==> config.mk <==
export PLATFORM = sky130hd
export DESIGN_NAME = hlc_top
export DESIGN_NICKNAME = d
export VERILOG_FILES = /design/src/hw/hlc_coupling_core.v /design/src/hw/hlc_top.v
export VERILOG_INCLUDE_DIRS = /design/src /design/src/hw
export SDC_FILE = /design/constraint.sdc
export NUM_CORES = 1
export LEC_CHECK = 0
export ABC_AREA = 1
export BUFFER_PORTS_ARGS = -buffer_cell sky130_fd_sc_hd__buf_2
export CORE_MARGIN = 3
export CORE_UTILIZATION = 48
export DETAILED_ROUTE_END_ITERATION = 10
export HOLD_SLACK_MARGIN = 0.06
export PLACE_DENSITY = 0.77
export SYNTH_ARGS = -nofsm -noshare
export SYNTH_HDL_FRONTEND = slang
export SYNTH_SLANG_ARGS = --single-unit
==> constraint.sdc <==
create_clock -name pclk -period 1 [get_ports pclk]
set_input_delay 0.05 -clock pclk [delete_from_list [all_inputs] [get_ports pclk]]
set_output_delay 0.05 -clock pclk [all_outputs]
set_load 0.01 [all_outputs]
==> src/hw/hlc_defs.vh <==
/*
 constants for the high-side / low-side coupling block: register indices,
 field positions, reset values and widths.
 assumes inclusion by bare name from the design files under hw/.
*/
`ifndef HLC_DEFS_VH
`define HLC_DEFS_VH

// register indices; byte address is four times the index
`define HLC_IDX_HS12 10'h01a6
`define HLC_IDX_HS34 10'h01a7
`define HLC_IDX_HS5 10'h01a8
`define HLC_IDX_STATUS 10'h01b0

`define HLC_ADDR_W 12
`define HLC_DATA_W 32
`define HLC_REG_W 16
`define HLC_BYTE_W 8
`define HLC_WORD_LSB 2
`define HLC_ALIGN_OK 2'h0

// per high-side byte layout
`define HLC_MASK_LSB 0
`define HLC_MASK_MSB 6
`define HLC_MASK_W 7
`define HLC_DIS_BIT 7

// byte lanes of the 16-bit registers
`define HLC_LO_LSB 0
`define HLC_LO_MSB 7
`define HLC_HI_LSB 8
`define HLC_HI_MSB 15

// status layout
`define HLC_ST_ACT_LSB 0
`define HLC_ST_ACT_MSB 4
`define HLC_ST_EXIT_LSB 8
`define HLC_ST_EXIT_MSB 12

`define HLC_NUM_HS 5
`define HLC_NUM_LS 7

// reset values: masks all one, disable bits zero, reserved byte zero
`define HLC_RST_PAIR 16'h7f7f
`define HLC_RST_SINGLE 8'h7f
`define HLC_RST_EXIT 5'h00
`define HLC_RDATA_ZERO 32'h0000_0000
`define HLC_ZERO_BYTE 8'h00
`define HLC_ZERO_PAD 16'h0000
`define HLC_ZERO_3 3'h0

`endif

==> src/hw/hlc_coupling_core.v <==
/*
 one high-side coupling cell: ground reference active from a low-side mask,
 the low-side on-states and a disable bit.
 assumes mask, disable and low-side states are synchronous to the system clock.
*/
`include "hlc_defs.vh"

module hlc_coupling_core
(
   input wire [`HLC_MASK_W-1:0] share_mask,
   input wire coupling_disable,
   input wire disabled_level,
   input wire [`HLC_MASK_W-1:0] ls_on,
   output wire ground_ref_active
);

   wire any_shared_on;

   // or of the selected low sides, purely combinational
   assign any_shared_on = |(share_mask & ls_on);

   // disable overrides the low-side states entirely
   assign ground_ref_active = coupling_disable ? disabled_level : any_shared_on;

endmodule

==> src/hw/hlc_top.v <==
/*
 high-side / low-side coupling block with its apb register slave: five
 ground-reference-active signals, and a sticky bootstrap-init exit per high side.
 assumes the apb master and the low-side on-states run on pclk.
*/
// Contract
// - each high side's ground reference is active when any masked low side is on.
// - a set disable bit on high side three, four or five forces its signal to one.
// - the disabled level of high sides one and two is a choice, one by default.
// - the first register holds high side one in bits 7:0 and two in 15:8.
// - the second register holds high side three in bits 7:0 and four in 15:8.
// - the third register holds high side five in bits 7:0, bits 15:8 reserved zero.
// - a high side leaves bootstrap init once its ground reference goes to one.
`include "hlc_defs.vh"

module hlc_top
#(
   parameter HS12_DISABLED_LEVEL = 1'b1
)
(
   input wire pclk,
   input wire presetn,
   input wire [`HLC_ADDR_W-1:0] paddr,
   input wire psel,
   input wire penable,
   input wire pwrite,
   input wire [`HLC_DATA_W-1:0] pwdata,
   output wire [`HLC_DATA_W-1:0] prdata,
   output wire pready,
   output wire pslverr,
   input wire [`HLC_NUM_LS-1:0] ls_on,
   output wire [`HLC_NUM_HS-1:0] ground_ref_active,
   output wire [`HLC_NUM_HS-1:0] bs_init_exited
);

   // register storage
   reg [`HLC_REG_W-1:0] hs_one_two_low_side_coupling_q;
   reg [`HLC_REG_W-1:0] hs_one_two_low_side_coupling_d;
   reg [`HLC_REG_W-1:0] hs_three_four_low_side_coupling_q;
   reg [`HLC_REG_W-1:0] hs_three_four_low_side_coupling_d;
   reg [`HLC_BYTE_W-1:0] hs_five_low_side_coupling_q;
   reg [`HLC_BYTE_W-1:0] hs_five_low_side_coupling_d;
   reg [`HLC_NUM_HS-1:0] init_exit_q;
   reg [`HLC_NUM_HS-1:0] init_exit_d;
   reg [`HLC_DATA_W-1:0] prdata_q;
   reg [`HLC_DATA_W-1:0] prdata_d;

   wire setup_phase;
   wire access_phase;
   wire wr_en;
   wire hit_hs12;
   wire hit_hs34;
   wire hit_hs5;
   wire hit_status;
   wire hit_any;

   // per high side unpacked fields
   wire [`HLC_MASK_W*`HLC_NUM_HS-1:0] mask_flat;
   wire [`HLC_NUM_HS-1:0] dis_vec;
   wire [`HLC_NUM_HS-1:0] dis_level_vec;

   // word aligned index match; unaligned addresses are unmapped
   function addr_hit;
      input [`HLC_ADDR_W-1:0] addr;
      input [`HLC_ADDR_W-3:0] idx;
      begin
         addr_hit = (addr[`HLC_ADDR_W-1:`HLC_WORD_LSB] == idx) &&
            (addr[`HLC_WORD_LSB-1:0] == `HLC_ALIGN_OK);
      end
   endfunction

   // merge a written byte lane: mask in low bits, disable on top
   function [`HLC_BYTE_W-1:0] lane;
      input [`HLC_BYTE_W-1:0] wdata;
      begin
         lane = {wdata[`HLC_DIS_BIT], wdata[`HLC_MASK_MSB:`HLC_MASK_LSB]};
      end
   endfunction

   assign setup_phase = psel & ~penable;
   assign access_phase = psel & penable;

   // zero wait states: read data is captured in the setup cycle
   assign pready = 1'b1;
   assign wr_en = access_phase & pwrite & hit_any;

   assign hit_hs12 = addr_hit(paddr, `HLC_IDX_HS12);
   assign hit_hs34 = addr_hit(paddr, `HLC_IDX_HS34);
   assign hit_hs5 = addr_hit(paddr, `HLC_IDX_HS5);
   assign hit_status = addr_hit(paddr, `HLC_IDX_STATUS);
   assign hit_any = hit_hs12 | hit_hs34 | hit_hs5 | hit_status;

   // unmapped addresses answer with an error, writes there change nothing
   assign pslverr = access_phase & ~hit_any;

   // write next-state
   always @*
   begin
      hs_one_two_low_side_coupling_d = hs_one_two_low_side_coupling_q;
      hs_three_four_low_side_coupling_d = hs_three_four_low_side_coupling_q;
      hs_five_low_side_coupling_d = hs_five_low_side_coupling_q;
      if (wr_en && hit_hs12)
      begin
         hs_one_two_low_side_coupling_d[`HLC_LO_MSB:`HLC_LO_LSB] =
            lane(pwdata[`HLC_LO_MSB:`HLC_LO_LSB]);
         hs_one_two_low_side_coupling_d[`HLC_HI_MSB:`HLC_HI_LSB] =
            lane(pwdata[`HLC_HI_MSB:`HLC_HI_LSB]);
      end
      if (wr_en && hit_hs34)
      begin
         hs_three_four_low_side_coupling_d[`HLC_LO_MSB:`HLC_LO_LSB] =
            lane(pwdata[`HLC_LO_MSB:`HLC_LO_LSB]);
         hs_three_four_low_side_coupling_d[`HLC_HI_MSB:`HLC_HI_LSB] =
            lane(pwdata[`HLC_HI_MSB:`HLC_HI_LSB]);
      end
      if (wr_en && hit_hs5)
      begin
         // reserved upper byte has no storage at all
         hs_five_low_side_coupling_d = lane(pwdata[`HLC_LO_MSB:`HLC_LO_LSB]);
      end
   end

   always @(posedge pclk or negedge presetn)
   begin
      if (!presetn)
      begin
         hs_one_two_low_side_coupling_q <= `HLC_RST_PAIR;
         hs_three_four_low_side_coupling_q <= `HLC_RST_PAIR;
         hs_five_low_side_coupling_q <= `HLC_RST_SINGLE;
      end
      else
      begin
         hs_one_two_low_side_coupling_q <= hs_one_two_low_side_coupling_d;
         hs_three_four_low_side_coupling_q <= hs_three_four_low_side_coupling_d;
         hs_five_low_side_coupling_q <= hs_five_low_side_coupling_d;
      end
   end

   // field unpacking, high side one at index 0
   assign mask_flat = {
      hs_five_low_side_coupling_q[`HLC_MASK_MSB:`HLC_MASK_LSB],
      hs_three_four_low_side_coupling_q[`HLC_HI_LSB+`HLC_MASK_MSB:`HLC_HI_LSB],
      hs_three_four_low_side_coupling_q[`HLC_MASK_MSB:`HLC_MASK_LSB],
      hs_one_two_low_side_coupling_q[`HLC_HI_LSB+`HLC_MASK_MSB:`HLC_HI_LSB],
      hs_one_two_low_side_coupling_q[`HLC_MASK_MSB:`HLC_MASK_LSB]};

   assign dis_vec = {
      hs_five_low_side_coupling_q[`HLC_DIS_BIT],
      hs_three_four_low_side_coupling_q[`HLC_HI_LSB+`HLC_DIS_BIT],
      hs_three_four_low_side_coupling_q[`HLC_DIS_BIT],
      hs_one_two_low_side_coupling_q[`HLC_HI_LSB+`HLC_DIS_BIT],
      hs_one_two_low_side_coupling_q[`HLC_DIS_BIT]};

   // conflicting disabled level for hs1/hs2 kept as a parameter
   assign dis_level_vec = {1'b1, 1'b1, 1'b1, HS12_DISABLED_LEVEL[0], HS12_DISABLED_LEVEL[0]};

   genvar g;
   generate
      for (g = 0; g < `HLC_NUM_HS; g = g + 1)
      begin : g_hs
         hlc_coupling_core u_core
         (
            .share_mask(mask_flat[g*`HLC_MASK_W +: `HLC_MASK_W]),
            .coupling_disable(dis_vec[g]),
            .disabled_level(dis_level_vec[g]),
            .ls_on(ls_on),
            .ground_ref_active(ground_ref_active[g])
         );
      end
   endgenerate

   // init exit is sticky until reset; a later drop of the signal does not re-enter
   always @*
   begin
      init_exit_d = init_exit_q | ground_ref_active;
   end

   always @(posedge pclk or negedge presetn)
   begin
      if (!presetn)
      begin
         init_exit_q <= `HLC_RST_EXIT;
      end
      else
      begin
         init_exit_q <= init_exit_d;
      end
   end

   assign bs_init_exited = init_exit_q;

   // read mux, captured in setup so prdata comes from a flop
   always @*
   begin
      prdata_d = prdata_q;
      if (setup_phase && !pwrite)
      begin
         prdata_d = `HLC_RDATA_ZERO;
         if (hit_hs12)
         begin
            prdata_d = {`HLC_ZERO_PAD, hs_one_two_low_side_coupling_q};
         end
         else if (hit_hs34)
         begin
            prdata_d = {`HLC_ZERO_PAD, hs_three_four_low_side_coupling_q};
         end
         else if (hit_hs5)
         begin
            prdata_d = {`HLC_ZERO_PAD, `HLC_ZERO_BYTE, hs_five_low_side_coupling_q};
         end
         else if (hit_status)
         begin
            prdata_d[`HLC_ST_ACT_MSB:`HLC_ST_ACT_LSB] = ground_ref_active;
            prdata_d[`HLC_ST_EXIT_MSB:`HLC_ST_EXIT_LSB] = init_exit_q;
         end
      end
   end

   always @(posedge pclk or negedge presetn)
   begin
      if (!presetn)
      begin
         prdata_q <= `HLC_RDATA_ZERO;
      end
      else
      begin
         prdata_q <= prdata_d;
      end
   end

   assign prdata = prdata_q;

endmodule

* After elaboration in Yosys (flattened, before gate mapping)
Cells that the tools add are included.
** Word-level totals
- Register bits :: 77
- Input port bits :: 56
- Output and inout port bits :: 44
- Logic and storage cells :: 52
** Operators by class
- Equality and inequality tests :: 4
- Mux-type cells :: 12
- Bitwise logic cells :: 16
- Reduce and logical (&&, ||, !) cells :: 15
** Operator list (count)
- equality test 10 x 9 -> 1 bit (second input constant) :: 4
- AND 7 bit :: 5
- OR reduction 7 bit :: 5
- 2-to-1 mux 16 bit :: 2
- 2-to-1 mux 5 bit :: 4
- logical AND 1 bit :: 8
- AND 1 bit :: 5
- 2-to-1 mux 1 bit :: 5
- OR 5 bit :: 1
- 2-to-1 mux 3 bit :: 1
- OR 1 bit :: 3
- zero test 2 bit :: 1
- inverter 1 bit :: 2
- zero test 1 bit :: 1

* Logic depth before layout (Yosys ltp)
- Depth after elaboration :: 7
- Gate-level depth with buffers :: 10
- Mapped depth without buffers :: 9

* Hierarchy
From an unflattened synthesis, not the netlist that was laid out.
** Second synthesis, totals
- Cell total of the unflattened synthesis :: 482
- Area total of the unflattened synthesis :: 3622.2 sq um
** By module, submodules not included
- hlc_top :: instances 1, cells each 402, area each 3315.7 sq um
- hlc_coupling_core :: instances 5, cells each 16, area each 61.3 sq um

* Worst setup path before layout
Ideal clock, no wire load.
- Kind :: input to register
- Start :: in paddr[8]
- End :: reg hs_three_four_low_side_coupling_q[7]
- Data arrival time :: 1.012 ns
- Required time :: 0.883 ns
- Setup slack :: -0.129 ns
- Stages :: 9
- Path buffers :: 1
- Cells stage by stage :: inv_1 nand2_1 nor2_1 nand3_4 nand3_4 nand3_4 buf_6 nand2_2 nand2_1
** On the way
- Longest elaborated chain between the ends :: 7
** RTL lines
- from (decl) :: RTL line hlc_top.v:23 : input wire [`HLC_ADDR_W-1:0] paddr,
- equality test 10 x 9 -> 1 bit :: RTL line hlc_top.v:67 : addr_hit = (addr[`HLC_ADDR_W-1:`HLC_WORD_LSB] == idx) &&
- logical AND 1 bit :: RTL line hlc_top.v:67
- OR 1 bit (3 in series) :: RTL line hlc_top.v:91 : assign hit_any = hit_hs12 | hit_hs34 | hit_hs5 | hit_status;
- AND 1 bit :: RTL line hlc_top.v:85 : assign wr_en = access_phase & pwrite & hit_any;
- logical AND 1 bit (*) :: RTL line hlc_top.v:109 : if (wr_en && hit_hs34)
- to (signal assigned) :: RTL line hlc_top.v:128 : hs_three_four_low_side_coupling_q <= `HLC_RST_PAIR;
- to (signal assigned) :: RTL line hlc_top.v:134 : hs_three_four_low_side_coupling_q <= hs_three_four_low_side_coupling_d;
- to (decl) :: RTL line hlc_top.v:39 : reg [`HLC_REG_W-1:0] hs_three_four_low_side_coupling_q;
Mark *: on every way between the ends. The rest lies on a longest branch, timed or not.
A chain may end at the register's enable or synchronous reset.

* Final worst setup path
- Start :: reg hs_five_low_side_coupling_q[2]
- End :: out ground_ref_active[4]
** On the way
- Longest elaborated chain between the ends :: 3
** RTL lines
- from (decl) :: RTL line hlc_top.v:41 : reg [`HLC_BYTE_W-1:0] hs_five_low_side_coupling_q;
- from (signal assigned) :: RTL line hlc_top.v:129 : hs_five_low_side_coupling_q <= `HLC_RST_SINGLE;
- from (signal assigned) :: RTL line hlc_top.v:135 : hs_five_low_side_coupling_q <= hs_five_low_side_coupling_d;
- AND 7 bit :: RTL line hlc_coupling_core.v:20 : assign any_shared_on = |(share_mask & ls_on);
- OR reduction 7 bit :: RTL line hlc_coupling_core.v:20
- 2-to-1 mux 1 bit :: RTL line hlc_coupling_core.v:23 : assign ground_ref_active = coupling_disable ? disabled_level : any_shared_on;
- to (decl) :: RTL line hlc_top.v:32 : output wire [`HLC_NUM_HS-1:0] ground_ref_active,
No other way between the ends.

==> summary.md <==
| Metric | Value |
|---|---|
| Die area | 8830 sq um |
| Dpl hpwl | 8000 microns |
| CP bufs+invs | 2 |
| CTS clock-pin slew for the worst setup and hold paths | 0.08 ns |
| Measured slew at the worst slew-check pin | 0.593 ns |
| H-tree depth | 3 |
| Failing checks | negative setup slack |
| Layout area overhead | 60.8% |
| Worst path arrival time | 1.42 ns |
| Residual DRC | 0 |
| Most common cell after layout, fill and taps aside | nand2_1 |
| Required time worst endpoint | 0.95 ns |
| DR WL/cell | 19.3 microns |
| Mapped Cells | 478 |
| Final non-filler cell area | 5970 sq um |
| Place WS | -0.365 ns |
| Post-Synthesis Cell Area | 3710 sq um |
| CP peak stage delay | 0.55 ns |
| Max-slew violation count | 0 |
| Pleak | 3.06 nW |
| Final wirelength | 14500 microns |
| Outcome | finished with violations |
| Diode count | 0 |
| EDFF count, synth | 0 |
| First DRT Iteration DRCs | 477 |
| # setup viols final | 40 |
| Row count | 31 |
| Synth Area per Inst | 7.77 sq um |
| Min Clock Period, post-route | 1.47 ns |
| Setup Crit Path Kind | flip-flop to output port |
| I/O Pins | 100 |
| Via/cell ratio | 5.57 |
| CTS Buf Count | 9 |
| RSZ-0062 raised after global routing | true |
| Final net count | 704 |
| Clk buf depth | 2 |
| First-pass GRT wire length | 19100 microns |
| P per Cell Area | 930 nW/um^2 |
| Chip Height | 94.0 microns |
| Final Instance Count excl. Fillers | 752 |
| CP Max Fanout | 2 |
| Crit-path leading delay family | flip-flops |
| Final Util | 0.810 |
| Die W | 94.0 microns |
| Max VDD drop | 0.918 mV |
| Worst Clk Skew | 0.0108 ns |
| Worst Setup Start Kind | flip-flop |
| Critical path, cell by cell | nand2_1 -> nand2_1 -> nor2_2 -> nand2_2 -> buf_6 -> buf_6 |
| Starting Density | 0.504 |
| Placed cell count | 691 |
| I/O Buffers | 66 |
| Slew HR | 0.603 |
| Post-route ant nets | 0 |
| Final Hold Fails | 0 |
| Synth async-reset ratio | 1.00 |
| Maxcap violations | 0 |
| Fillers | 390 |
| Worst-skew pair later-pin latency | 0.35 ns |
| Yosys warnings | 0 |
| Fraction of layout cells with a size suffix above 1 | 0.600 |
| Predominant post-synthesis flop cell | dfstp_2 |
| TritonRoute pass-1 iters | 5 |
| CTS tree | done |
| Clock sink count | 61 |
| Peak Freq | 0.682 GHz |
| RePlAce Congestion | 0.914 |
| Worst Setup Slack, final | -0.466 ns |
| Cell variety after synth | 29 |
| DP Area | 4600 sq um |
| Crit path capture type | output port |
| Post-synthesis sequential area ratio | 0.423 |
| #FFs+latches synth | 61 |
| Vias | 4188 |
| CTS Root Cell | clkbuf_8 |
| Overall power | 0.00555 W |
| Core Area | 7370 sq um |
| Hold WC Path Type | primary input to asynchronous set/reset pin |
| Slowest cell on crit path | dfstp_2 |
| Largest net degree at the start of global routing | 31 |
| Tcrit/Tclk final | 1.47 |
| Initial antenna violation count | 0 |
| Grt ovf | 0 |
| Number of global-route vias before repair | 3928 |
| Total track usage | 0.287 |
| Most frequent cells in the layout | 95 x nand2_1, 58 x nand2_2, 58 x buf_4 |
[registers in the layout, indices dropped and copies added (netlist names)]
| name | count |
|---|---|
| hs_three_four_low_side_coupling_q | 16 |
| hs_one_two_low_side_coupling_q | 16 |
| hs_five_low_side_coupling_q | 8 |
| bs_init_exited | 5 |
| prdata | 16 |
[metrics by stage]
step,setup TNS (ns),hold slack [ns]
floorplan,-1.55,-0.246
global placement,-14.75,-0.0552
detailed placement,-17.10,-0.0534
CTS,-3.43,0.100
global route,-7.19,0.127
finish,-4.85,0.103
[kinds of logic after synthesis]
family / Yosys count / synth area share
other: 2 / 0.00202
AND/OR/NAND/NOR: 284 / 0.369
AO/OA/AOI/OAI: 41 / 0.0768
buffers and inverters: 90 / 0.129
flip-flops: 61 / 0.423
[power breakdown]
part	switching, W	internal, W
Combinational	0.000396	0.000255
Clock	0.00103	0.00136
Sequential	0.0000102	0.00249
Total	0.00144	0.00411
[worst reg2reg max path, delay by kind of cell (launching register included)]
family	cells	cell delay, ns
buffers and inverters	1	0.11
AND/OR/NAND/NOR	8	0.64
flip-flops	1	0.55
[cell type report]
class / count / area, sq um / share of cell area
clock buffers: 15 / 176 / 0.0295
clock inverters: 1 / 30.0 / 0.00503
inverters: 52 / 210 / 0.0352
multi-input cells: 342 / 2240 / 0.375
flip-flops and latches: 61 / 1570 / 0.263
well taps: 99 / 124 / 0.0207
repair buffers: 182 / 1620 / 0.272
[cell usage after synthesis, types with 5 or more instances]
| master | count | share of area |
|---|---|---|
| nand2_2 | 12 | 0.020 |
| inv_2 | 5 | 0.0051 |
| buf_4 | 25 | 0.051 |
| a21oi_1 | 13 | 0.018 |
| o211ai_1 | 5 | 0.010 |
| nand3_4 | 5 | 0.024 |
| nand3_1 | 26 | 0.035 |
| dfrtp_1 | 26 | 0.18 |
| nand2_1 | 157 | 0.16 |
| dfstp_2 | 35 | 0.25 |
| nor2_2 | 18 | 0.030 |
| buf_2 | 6 | 0.0081 |
| a21oi_2 | 16 | 0.038 |
| nand4_1 | 25 | 0.042 |
| buf_6 | 5 | 0.015 |
| inv_1 | 45 | 0.045 |
| nor2_1 | 34 | 0.034 |
[routing by layer]
metal | vias up | global-route usage | routed length (microns)
met3 | 95 | 0.0489 | 1300
met4 | 0 | 0.161 | 902
met5 | - | 0 | 0
met2 | 302 | 0.472 | 7130
li1 | 1821 | - | -
met1 | 1970 | 0.354 | 5170
[worst paths after layout]
kind	startpoint	endpoint	slack, ns	depth (start not counted)
min in group pclk	ls_on[4]	bs_init_exited[4]	0.18	5
min reg2reg	prdata[11]	prdata[11]	0.48	2
max	hs_five_low_side_coupling_q[2]	ground_ref_active[4]	-0.47	6
max reg2reg	hs_one_two_low_side_coupling_q[4]	prdata[0]	-0.35	9
min	presetn	bs_init_exited[1]	0.10	2
max in group asynchronous	presetn	hs_five_low_side_coupling_q[4]	0.35	3
[repair_timing]
action                                  in CTS  in global routing
buffers inserted                            16                 18
resized for setup                           62                145
endpoints found under the setup margin      18                 45
pin swaps                                   34                 68
gates cloned                                 0                  2
hold endpoints to repair                    77                  0
hold buffers                                17                  0
Note: power is estimated with default switching activity, not from simulation.
